**src/anm_defines.vh**
```
`ifndef ANM_DEFINES_VH
`define ANM_DEFINES_VH
// ==========================================================
// widths
`define ANM_WORD_W 12
`define ANM_NIB_W 4
`define ANM_PH_W 3
// ==========================================================
// phase codes: idle phase, capture phase and last slice phase
`define ANM_PH_IDLE 3'h0
`define ANM_PH_CAPT 3'h1
`define ANM_PH_LAST 3'h6
// ==========================================================
// reset values
`define ANM_NIB_RST 4'h0
`define ANM_WORD_RST 12'h000
`endif

```
**src/anm_mux.v**
```verilog
`timescale 1ns/10ps
`default_nettype none
`include "anm_defines.vh"

module anm_mux (
  // clocks and reset
  input wire clk,
  input wire rstn,
  input wire read_clk,
  // converter words
  input wire [`ANM_WORD_W-1:0] first_sample_word,
  input wire [`ANM_WORD_W-1:0] second_sample_word,
  // output to the link transmitter
  output reg [`ANM_NIB_W-1:0] nibble_output
);

  // ========================================================
  // phase codes, one per write cycle of a frame
  localparam [`ANM_PH_W-1:0] PH_IDLE = `ANM_PH_IDLE; // gap cycles of the slow mode
  localparam [`ANM_PH_W-1:0] PH_CAPT = `ANM_PH_CAPT; // words latched at end of this cycle
  localparam [`ANM_PH_W-1:0] PH_A_LO = 3'h2;
  localparam [`ANM_PH_W-1:0] PH_A_MID = 3'h3;
  localparam [`ANM_PH_W-1:0] PH_A_HI = 3'h4;
  localparam [`ANM_PH_W-1:0] PH_B_LO = 3'h5;
  localparam [`ANM_PH_W-1:0] PH_B_MID = `ANM_PH_LAST; // last counted phase
  localparam [`ANM_PH_W-1:0] PH_SPARE = 3'h7; // never entered

  // ========================================================
  // internal state
  // read clock sampled on the previous write edge
  reg read_prev_reg;
  // write-clock phase within the sampling period
  reg [`ANM_PH_W-1:0] phase_reg;
  reg [`ANM_PH_W-1:0] phase_next;
  // input latches for the two converter words
  reg [`ANM_WORD_W-1:0] word_a_reg;
  reg [`ANM_WORD_W-1:0] word_b_reg;
  // slice chosen for the next output period
  reg [`ANM_NIB_W-1:0] slice_reg;
  reg [`ANM_NIB_W-1:0] slice_next;
  // one-cycle pulse on each read clock rise
  wire read_rise;
  // latch strobe for the input words
  wire capture_en;

  // read clock history; reset high so a high level at release is no edge
  // history only; no reset dependency needed for steady run
  always @(posedge clk or negedge rstn) begin
    if (!rstn) begin
      read_prev_reg <= 1'b1;
    end else begin
      read_prev_reg <= read_clk;
    end
  end

  assign read_rise = read_clk & ~read_prev_reg;

  // latch one write cycle after the rise, unless a new rise cuts in
  assign capture_en = (phase_reg == PH_CAPT) & ~read_rise;

  // ========================================================
  // phase counter: 1 = capture edge, 2..6 = slices, 0 = idle
  always @* begin
    phase_next = phase_reg;
    if (read_rise) begin
      // every read rise realigns, even mid-frame
      phase_next = PH_CAPT;
    end else begin
      case (phase_reg)
        PH_IDLE: begin
          // hold until a read rise restarts the frame
          phase_next = PH_IDLE;
        end

        PH_CAPT: begin
          // selection sequence starts at the capture edge
          phase_next = PH_A_LO;
        end

        PH_A_LO: begin
          // first word middle slice next
          phase_next = PH_A_MID;
        end

        PH_A_MID: begin
          // first word high slice next
          phase_next = PH_A_HI;
        end

        PH_A_HI: begin
          // second word low slice next
          phase_next = PH_B_LO;
        end

        PH_B_LO: begin
          // second word middle slice next
          phase_next = PH_B_MID;
        end

        PH_B_MID: begin
          // frame done unless a rise restarts it
          phase_next = PH_IDLE;
        end

        default: begin
          // spare code falls back to waiting
          phase_next = PH_IDLE;
        end
      endcase
    end
  end

  // phase register, cleared by reset
  always @(posedge clk or negedge rstn) begin
    if (!rstn) begin
      phase_reg <= `ANM_PH_IDLE;
    end else begin
      phase_reg <= phase_next;
    end
  end

  // ========================================================
  // input latches, loaded on the capture edge
  // first word latch
  always @(posedge clk or negedge rstn) begin
    if (!rstn) begin
      word_a_reg <= `ANM_WORD_RST;
    end else if (capture_en) begin
      word_a_reg <= first_sample_word;
    end
  end

  // second word latch
  always @(posedge clk or negedge rstn) begin
    if (!rstn) begin
      word_b_reg <= `ANM_WORD_RST;
    end else if (capture_en) begin
      word_b_reg <= second_sample_word;
    end
  end

  // ========================================================
  // slice selection for the current phase
  always @* begin
    slice_next = slice_reg;
    case (phase_reg)
      PH_A_LO: begin
        // first word, bits 3..0
        slice_next = word_a_reg[3:0];
      end

      PH_A_MID: begin
        // first word, bits 7..4
        slice_next = word_a_reg[7:4];
      end

      PH_A_HI: begin
        // first word, bits 11..8
        slice_next = word_a_reg[11:8];
      end

      PH_B_LO: begin
        // second word, bits 3..0
        slice_next = word_b_reg[3:0];
      end

      PH_B_MID: begin
        // second word, bits 7..4
        slice_next = word_b_reg[7:4];
      end

      PH_CAPT: begin
        // sixth slice when the next frame has already begun
        slice_next = word_b_reg[11:8];
      end

      PH_IDLE: begin
        // sixth slice, repeated through the slow-mode gap
        slice_next = word_b_reg[11:8];
      end

      default: begin
        slice_next = slice_reg;
      end
    endcase
  end

  // slice register, half a write cycle ahead of the pin
  always @(posedge clk or negedge rstn) begin
    if (!rstn) begin
      slice_reg <= `ANM_NIB_RST;
    end else begin
      slice_reg <= slice_next;
    end
  end

  // ========================================================
  // output launched on falling edge for receiver margin
  // receiver captures it half a period later
  always @(negedge clk or negedge rstn) begin
    if (!rstn) begin
      nibble_output <= `ANM_NIB_RST;
    end else begin
      nibble_output <= slice_reg;
    end
  end

endmodule // anm_mux
`default_nettype wire

```
**config.mk**
```make
export PLATFORM = sky130hd
export DESIGN_NAME = anm_mux
export DESIGN_NICKNAME = d
export VERILOG_FILES = /design/src/anm_mux.v
export VERILOG_INCLUDE_DIRS = /design/src /design/src/src
export SDC_FILE = /design/constraint.sdc
export NUM_CORES = 1
export LEC_CHECK = 0
export BUFFER_PORTS_ARGS = -buffer_cell sky130_fd_sc_hd__buf_2
export CAP_MARGIN = 20
export CORE_MARGIN = 1.5
export CORE_UTILIZATION = 35
export CTS_CLUSTER_DIAMETER = 30
export CTS_CLUSTER_SIZE = 25
export DETAILED_ROUTE_END_ITERATION = 16
export PLACE_DENSITY = 0.56
export SETUP_SLACK_MARGIN = 0.5
export SYNTH_ARGS = -nofsm -noshare
export SYNTH_HDL_FRONTEND = slang
export SYNTH_SLANG_ARGS = --single-unit
```
**constraint.sdc**
```tcl
create_clock -name clk -period 3.8 [get_ports clk]
set_input_delay 0.19 -clock clk [delete_from_list [all_inputs] [get_ports clk]]
set_output_delay 0.19 -clock clk [all_outputs]
set_load 0.01 [all_outputs]
```
# --- Word-level counts from Yosys, hierarchy flattened ---
# Index checks and enable logic that the tools add are counted.
classes:
  eq_ne: 6
  reduce_logical: 3
  bitwise: 4
  muxes: 3
op_table:
  columns: ["op", "count"]
  rows:
  - ["one-hot mux 4 bit (6 select lines)", 1]
  - ["one-hot mux 3 bit (5 select lines)", 1]
  - ["equality test 3 bit, second input constant", 3]
  - ["equality test 3 x 2 -> 1 bit, second input constant", 2]
  - ["nonzero test 6 bit", 1]
  - ["equality test 3 x 1 -> 1 bit, second input constant", 1]
  - ["zero test 3 bit", 1]
  - ["2-to-1 mux 3 bit", 1]
  - ["bitwise AND 1 bit", 2]
  - ["NOT 1 bit", 2]
  - ["OR reduction 2 bit", 1]
word_totals:
  out_inout_bits: 4
  regBits: 36
  word_cells: 22
  in_bits: 27

# --- Depth between registers and ports, before layout ---
# Gate-level depths: netlist of the first run.
logic_depth:
  depth_word: 4
  depth_mapped: 5
  ltp_nobuf: 4

==> results of run 1 <==
[final timing paths]
path	cells past startpoint	end	from	slack, ns
setup reg to reg	0	nibble_output[1]	slice_reg[1]	1.36
setup / recovery	1	nibble_output[0]	nibble_output[0]	0.91
hold reg to reg	1	word_b_reg[8]	word_b_reg[8]	0.50
max in group asynchronous	2	nibble_output[1]	rstn	1.28
hold / removal	1	read_prev_reg	read_clk	0.01
min in group asynchronous	2	phase_reg[0]	rstn	0.39
[cell usage after synthesis (all sizes together) (2+ instances only)]
library cell and count:
o22ai 7, buf 5, o221a 3, nand2 2, nand3b 3, a22oi 3, a21oi 3, dfrtp 31
inv 3, nor2 2, clkbuf 2, dfrtn 4, mux2 27, nor2b 4
[power groups by stage]
stage          registers, mW  clock network [mW]  logic (mW)
2_1_floorplan          0.670                   0       0.603
6_report               0.731               0.325       0.656
5_1_grt                0.762               0.348       0.717
3_5_place_dp           0.737                   0       0.662
4_1_cts                0.733               0.333       0.667
3_3_place_gp           0.725                   0       0.644
[placed cells by master (no fill, tap or decap), types with 2 or more instances in the layout]
cell type,count
a21oi_1,3
a22oi_1,3
buf_2,30
buf_4,2
clkbuf_8,5
dfrtn_1,4
dfrtp_1,31
inv_1,3
mux2_1,7
mux2_4,20
nand2_1,2
nand3b_1,3
nor2_1,2
nor2b_1,3
o221a_2,3
o22ai_1,7
[routing by layer]
metal  vias to the layer above  routed length (µm)  global-route usage
met2                        23                1328              0.1952
met1                       453                1358              0.1710
met3                         4                 137             0.04843
li1                        465                   -                   -
met5                         -                   0                   0
met4                         0                  27             0.05031
[area by class of cell]
class	count	area share
multi-input cells	64	0.3336
flip-flops and latches	36	0.4753
repair buffers	33	0.09229
clock inverters	3	0.02241
inverters	3	0.005933
clock buffers	5	0.03626
well taps	52	0.03428
[cells by family (layout without fill, tap and decap cells)]
family / after synthesis / after routing / share of synthesized area
and+or+nand+nor: 15 / 15 / 0.05768
buffers and inverters: 10 / 44 / 0.04365
AOI/OAI and AO/OA: 21 / 21 / 0.09431
muxes: 28 / 28 / 0.2424
DFF: 36 / 36 / 0.5620
==> results.yml, run 1 <==
outcome:
  status: "finished clean"
synth:
  ys_ff_latch: 36
  synth_ff_type: "dfrtp_1"
  ys_seq_area_frac: 0.5620
  synth_area_leader_cell: "dfrtp_1"
  synthCells: 110
  synth_cell_type_count: 29
  syn_area_um2: 1605
  async_flop_share: 1.000
  yosys-top-cells-area: "dfrtp_1 (48%), mux2_4 (19%), dfrtn_1 (6.2%)"
  synth_fp_nets: 137
  synth-edff-count: 0
  yosysWarnings: 0
  avgSynthCellArea_um2: 14.59
  yosysTopAreaCellShare: 0.4832
timing:
  timing.hold.ws_ns: 0.01382
  finalWorstSetupSlack_ns: 0.9101
  fin_setup_tns_ns: 0
  tightest_slew_ns: 0.6024
  drv_slew: 0
  slew_headroom: 0.5984
  rsz0062_at_grt: "no"
  fin_skew_ns: 0.007634
  hold_viol: 0
  setup_violations: 0
detailed_routing:
  via_per_inst: 4.821
  dr_total_vias: 945
  drt_wl_total_um: 2853
  post-route-drc-count: 0
  final_antenna_net_count: 0
  firstDrtPassIters: 4
  initialDrtViolationCount: 27
  wl_per_cell_um: 14.56
floorplanning:
  fp.dieW_um: 70.73
  num_rows: 24
  die_y_um: 70.73
  ios: 31
  core_um2: 4384
  dieArea_um2: 5002
  start_util: 0.3662
cts:
  hold_buffers: 1
  cts_buffer_depth: 2
  clk_pin_slew_ns: 0.07
  postCtsSetupRepairBufs: 0
  htree_num_levels: 2
  insertion_delay_ns: 0.29
  cts_tree: "yes"
  cts_buffers: 5
  clockRootBuffer: "clkbuf_8"
  cts_resized: 0
  cts_sinks: 36
place:
  post_dp_cell_area_um2: 1777
  dp_cells: 187
  pre_cts_slack_ns: 1.221
  dpl.hpwl_um: 2160
  routabilityCongestion: 0.7751
  io_buffers: 30
final_layout:
  utilization: 0.4329
  n_fill_cell: 430
  fin_nets: 170
  syn_to_final_growth_pct: 18.24
  multi_input_area_um2: 633.1
  finalNonFillerCells: 196
  seqCellArea_um2: 902.1
  fin_area_um2: 1898
  drive_above_1_share: 0.4514
  n_antenna_cell: 0
worst_setup_path:
  path_cells: "buf_2"
  cp-end-kind: "output pin"
  slowest_stage: "dfrtn_1"
  cp_data_required_time_ns: 3.61
  max_stage_delay_ns: 0.39
  crit_buf_inv: 1
  critPathArrivalTime_ns: 2.70
  critPathTopFamily: "flip-flops"
  cp_max_fo: 1
  critical_path_class: "reg -> out"
  worstSetupStartpointType: "register"
grt:
  grt_pass1_wl_um: 4981
  grt_start_max_net_pins: 22
  grt_usage: 0.1298
  antenna_found_initial: 0
  grt_remaining_overflow: 0
  grt_pass1_vias: 1035
worst_hold_path:
  holdCritPathClass: "in -> reg"
pwr:
  power_mw: 1.712
  power.internal_mw: 1.180
  comb_power_share: 0.383
  powerDensity_nw_per_um2: 901.9
  netSwitchingPower_mw: 0.5316
  vdd_ir_drop_max_mv: 0.2733
  p_sw_frac: 0.3105
  pwr-share-seq: 0.427
  p_leak_nw: 0.9065
  clock_power_share: 0.190
run:
  drv_cap: 0
Power figures use the tool's default switching activity.
==> run 2: changes to the inputs <==
Settings changed: ABC_AREA from default to 1, PLACE_DENSITY 0.56 to 0.55.
Clock period 3.8 ns to 2.7 ns, I/O delays scaled along.
==> results.yml, run 2 <==
floorplanning:
  fp.dieW_um: 72.91
  core_um2: 4723
  num_rows: 25
  ios: 31
  die_y_um: 72.91
  start_util: 0.3621
  dieArea_um2: 5315
detailed_routing:
  drt_wl_total_um: 3247
  final_antenna_net_count: 0
  via_per_inst: 4.300
  initialDrtViolationCount: 88
  wl_per_cell_um: 10.72
  firstDrtPassIters: 4
  post-route-drc-count: 0
  dr_total_vias: 1303
grt:
  grt_usage: 0.1432
  grt_start_max_net_pins: 25
  grt_pass1_wl_um: 5747
  grt_remaining_overflow: 0
  grt_pass1_vias: 1308
  antenna_found_initial: 0
synth:
  ys_ff_latch: 36
  yosysTopAreaCellShare: 0.4535
  synth-edff-count: 0
  synth_area_leader_cell: "dfrtp_1"
  async_flop_share: 1.000
  synth_ff_type: "dfrtp_1"
  yosys.cell_count.top_type: "nand2_1"
  syn_area_um2: 1710
  synthCells: 202
  avgSynthCellArea_um2: 8.467
  synth_fp_nets: 229
  yosys-top-cells-area: "dfrtp_1 (45%), nand2_1 (10%), inv_1 (7.0%)"
  synth_cell_type_count: 22
  synthTopCellsByCount: "nand2_1 (47), inv_1 (32), dfrtp_1 (31), nor2_1 (17), nand4_1 (12)"
  ys_seq_area_frac: 0.5274
  yosysWarnings: 0
final_layout:
  n_fill_cell: 503
  drive_above_1_share: 0.2458
  fin_nets: 262
  syn_to_final_growth_pct: 17.63
  final_cell_mix: "nand2_1 (47), inv_1 (32), dfrtp_1 (31)"
  n_antenna_cell: 0
  mostFrequentLayoutCell: "nand2_1"
  fin_area_um2: 2012
cts:
  htree_num_levels: 2
  clockRootBuffer: "clkbuf_8"
  insertion_delay_ns: 0.29
  clk_pin_slew_ns: 0.07
  cts_buffer_depth: 2
  cts_sinks: 36
  cts_resized: 0
  postCtsSetupRepairBufs: 0
  cts_tree: "yes"
  cts_buffers: 5
pwr:
  p_leak_nw: 1.080
  pwr-share-seq: 0.451
  vdd_ir_drop_max_mv: 0.4197
  netSwitchingPower_mw: 0.8925
  powerDensity_nw_per_um2: 1099
  clock_power_share: 0.175
  power.internal_mw: 1.318
  p_sw_frac: 0.4038
  comb_power_share: 0.374
timing:
  rsz0062_at_grt: "yes"
  timing.hold.ws_ns: 0.07763
  tightest_slew_ns: 0.6026
  setup_violations: 0
  slew_headroom: 0.5983
  drv_slew: 0
  fin_skew_ns: 0.007366
  fin_setup_tns_ns: 0
  hold_viol: 0
worst_setup_path:
  reg2reg_from: "phase_reg[0]"
  cp_data_required_time_ns: 2.57
  r2r_setup_slack_ns: 0.73
  path_cells: "buf_2"
  worstSetupStartpointType: "register"
  cp_max_fo: 1
  reg2reg_depth: 6
  critPathTopFamily: "flip-flops"
  critical_path_class: "reg -> out"
  critPathArrivalTime_ns: 2.13
  cp-end-kind: "output pin"
  max_stage_delay_ns: 0.38
  slowest_stage: "dfrtn_1"
  crit_buf_inv: 1
  timing.rr.end: "word_a_reg[9]"
  critPathLaunch: "nibble_output[0]"
worst_hold_path:
  min_from: "first_sample_word[3]"
  holdPathEnd: "word_a_reg[3]"
  min_path_cells: 3
  holdCritPathClass: "in -> reg"
place:
  post_dp_cell_area_um2: 1902
  routabilityCongestion: 0.7803
  dpl.hpwl_um: 2309
  io_buffers: 30
run:
  drv_cap: 0
outcome:
  status: "finished clean"
[run 2: cell types whose count changed after synthesis, sizes merged, moves of 4 or more]
cell	delta
a21oi	+12
inv	+32
mux2	-27
nand2	+45
nand3	+12
nand4	+12
nor2	+16
nor2b	-4
o21ai	+15
o22ai	-7
[run 2: logic make-up (layout without fill, tap and decap cells)]
family	after synthesis	count (layout)	synth area share
and+or+nand+nor	91	91	0.2385
buffers and inverters	44	78	0.1149
DFF	36	36	0.5274
AOI/OAI and AO/OA	31	31	0.1192
[run 2: through the flow]
stage	setup slack (ns)	power, mW	cells	util
floorplan	0.8028	1.667	202	-
global placement	0.7363	1.825	293	0.4026
detailed placement	0.7353	1.846	293	0.4026
CTS	0.4206	2.245	303	0.4260
global route	0.3843	2.440	303	0.4260
finish	0.4330	2.210	303	0.4260
[run 2: timing repair]
| item | 4_1_cts | 5_1_grt |
|---|---|---|
| endpoints found under the hold margin | 11 | 0 |
| endpoints found under the setup margin | 4 | 4 |
| hold buffers | 2 | 0 |
[run 2: area by class of cell]
class | instances | area, µm² | area share
clock buffers | 8 | 90.09 | 0.04478
multi-input cells | 122 | 611.8 | 0.3041
repair buffers | 35 | 192.7 | 0.09577
well taps | 67 | 83.83 | 0.04167
flip-flops and latches | 36 | 902.1 | 0.4484
inverters | 35 | 131.4 | 0.06530
[run 2: power groups by stage]
stage / Clock, mW / Combinational [mW] / Sequential (mW)
final: 0.386 / 0.827 / 0.998
after floorplan: 0 / 0.751 / 0.916
after global placement: 0 / 0.822 / 1.00
after detailed placement: 0 / 0.839 / 1.01
after global routing: 0.424 / 0.980 / 1.04
after CTS: 0.403 / 0.845 / 0.998
[run 2: worst max path at each step]
stage | to | slack (ns) | cells past startpoint
4_1_cts | nibble_output[0] | 0.42 | 1
2_1_floorplan | nibble_output[0] | 0.80 | 0
3_5_place_dp | nibble_output[0] | 0.74 | 1
5_1_grt | nibble_output[0] | 0.38 | 1
6_report | nibble_output[0] | 0.43 | 1
3_3_place_gp | nibble_output[2] | 0.74 | 1
[run 2: metal layers]
layer	wire length, µm	up-vias	global-route usage	part of all wire
met4	39	0	0.04403	0.012
met5	0	-	0	0
li1	-	703	-	-
met1	1538	566	0.1801	0.47
met2	1525	30	0.2355	0.47
met3	143	4	0.04558	0.044
==> run 3: changes to the inputs <==
Settings changed: PLACE_DENSITY 0.55 to 0.57.
Clock period 2.7 ns to 2 ns, I/O delays scaled along.
==> results.yml, run 3 (synthesis results as in run 2) <==
outcome:
  status: "finished clean"
run:
  drv_cap: 0
cts:
  cts_buffers: 5
  cts_sinks: 36
  cts_tree: "yes"
  clockRootBuffer: "clkbuf_8"
  cts_buffer_depth: 2
  clk_pin_slew_ns: 0.07
  htree_num_levels: 2
  insertion_delay_ns: 0.29
timing:
  setup_violations: 0
  rsz0062_at_grt: "yes"
  fin_skew_ns: 0.008393
  drv_slew: 0
  hold_viol: 0
  tightest_slew_ns: 0.6875
  fin_setup_tns_ns: 0
  slew_headroom: 0.5401
detailed_routing:
  wl_per_cell_um: 10.42
  via_per_inst: 4.308
  met1Wirelength_um: 1614
  drt_wl_total_um: 3251
  post-route-drc-count: 0
  routed-wl-met3_um: 140
  initialDrtViolationCount: 57
  firstDrtPassIters: 4
  final_antenna_net_count: 0
  dr_total_vias: 1344
  met2_length_um: 1455
  routed.top_layer: "met4"
final_layout:
  n_antenna_cell: 0
  drive_above_1_share: 0.2939
  mostFrequentLayoutCell: "nand2_1"
  fin_nets: 271
  syn_to_final_growth_pct: 22.24
  final_cell_mix: "nand2_1 (47), inv_1 (32), buf_2 (30)"
  utilization: 0.4426
grt:
  grt_pass1_vias: 1230
  antenna_found_initial: 0
  grt_pass1_wl_um: 5526
  grt_remaining_overflow: 0
  grt_start_max_net_pins: 33
  grt_usage: 0.1375
pwr:
  p_leak_nw: 1.125
  power_mw: 3.113
  powerDensity_nw_per_um2: 1489
  vdd_ir_drop_max_mv: 0.6473
floorplanning:
  dieArea_um2: 5315
  die_y_um: 72.91
  core_um2: 4723
  ios: 31
  start_util: 0.3621
  fp.dieW_um: 72.91
  num_rows: 25
worst_setup_path:
  critical_path_class: "reg -> out"
  slowest_stage: "dfrtn_1"
  critPathArrivalTime_ns: 1.78
  path_cells: "buf_2"
  critPathTopFamily: "flip-flops"
  max_stage_delay_ns: 0.38
  cp_max_fo: 1
  crit_buf_inv: 1
  cp_data_required_time_ns: 1.90
  worstSetupStartpointType: "register"
  cp-end-kind: "output pin"
place:
  io_buffers: 30
  dpl.hpwl_um: 2271
  routabilityCongestion: 0.7544
worst_hold_path:
  holdCritPathClass: "in -> reg"
run 3: layout make-up:
cell class              instances  area [µm²]
fillers                       526        2633
flip-flops and latches         36       905.9
multi-input cells             122       614.3
repair buffers                 44       262.8
inverters                      35       131.4
well taps                      67       83.83
clock buffers                   6       82.58
clock inverters                 2       10.01
run 3: worst paths after layout:
check | start | slack, ns | to | cells past startpoint
setup / recovery | nibble_output[3] | 0.12 | nibble_output[3] | 1
hold / removal | first_sample_word[4] | 0.04 | word_a_reg[4] | 3
setup reg to reg | slice_reg[1] | 0.48 | nibble_output[1] | 0
hold reg to reg | word_a_reg[10] | 0.49 | word_a_reg[10] | 2
max in group asynchronous | rstn | 1.06 | word_b_reg[1] | 2
min in group asynchronous | rstn | 0.43 | word_a_reg[3] | 3
run 3: what timing repair did:
item | 4_1_cts | 5_1_grt
gates resized for setup | 2 | 2
buffers inserted | 2 | 5
hold endpoints to repair | 16 | 0
endpoints found under the setup margin | 33 | 17
hold buffers | 3 | 0
run 3: metal layers:
metal	GRT usage	up-vias
li1	-	716
met1	0.1829	596
met2	0.2151	27
met3	0.04144	5
met4	0.04403	0
met5	0	-
run 3: report_power, final:
group          total (mW)  leakage (nW)  internal, mW  switching [mW]
logic                1.28         0.652         0.517           0.762
registers            1.31         0.422          1.09           0.225
clock network       0.521        0.0510         0.275           0.247
total                3.11          1.12          1.88            1.23
run 3: metrics by stage:
| step | hold WS, ns | setup WS [ns] | std cells | cell area (µm²) |
|---|---|---|---|---|
| after global placement | 0.06909 | 0.4258 | 294 | 1909 |
| after detailed placement | 0.07635 | 0.4154 | 294 | 1909 |
| after CTS | 0.03510 | 0.1040 | 307 | 2049 |
| after global routing | 0.05151 | 0.06851 | 312 | 2091 |
| after floorplan | -0.1956 | 0.4878 | 202 | 1710 |
| final | 0.04273 | 0.1156 | 312 | 2091 |
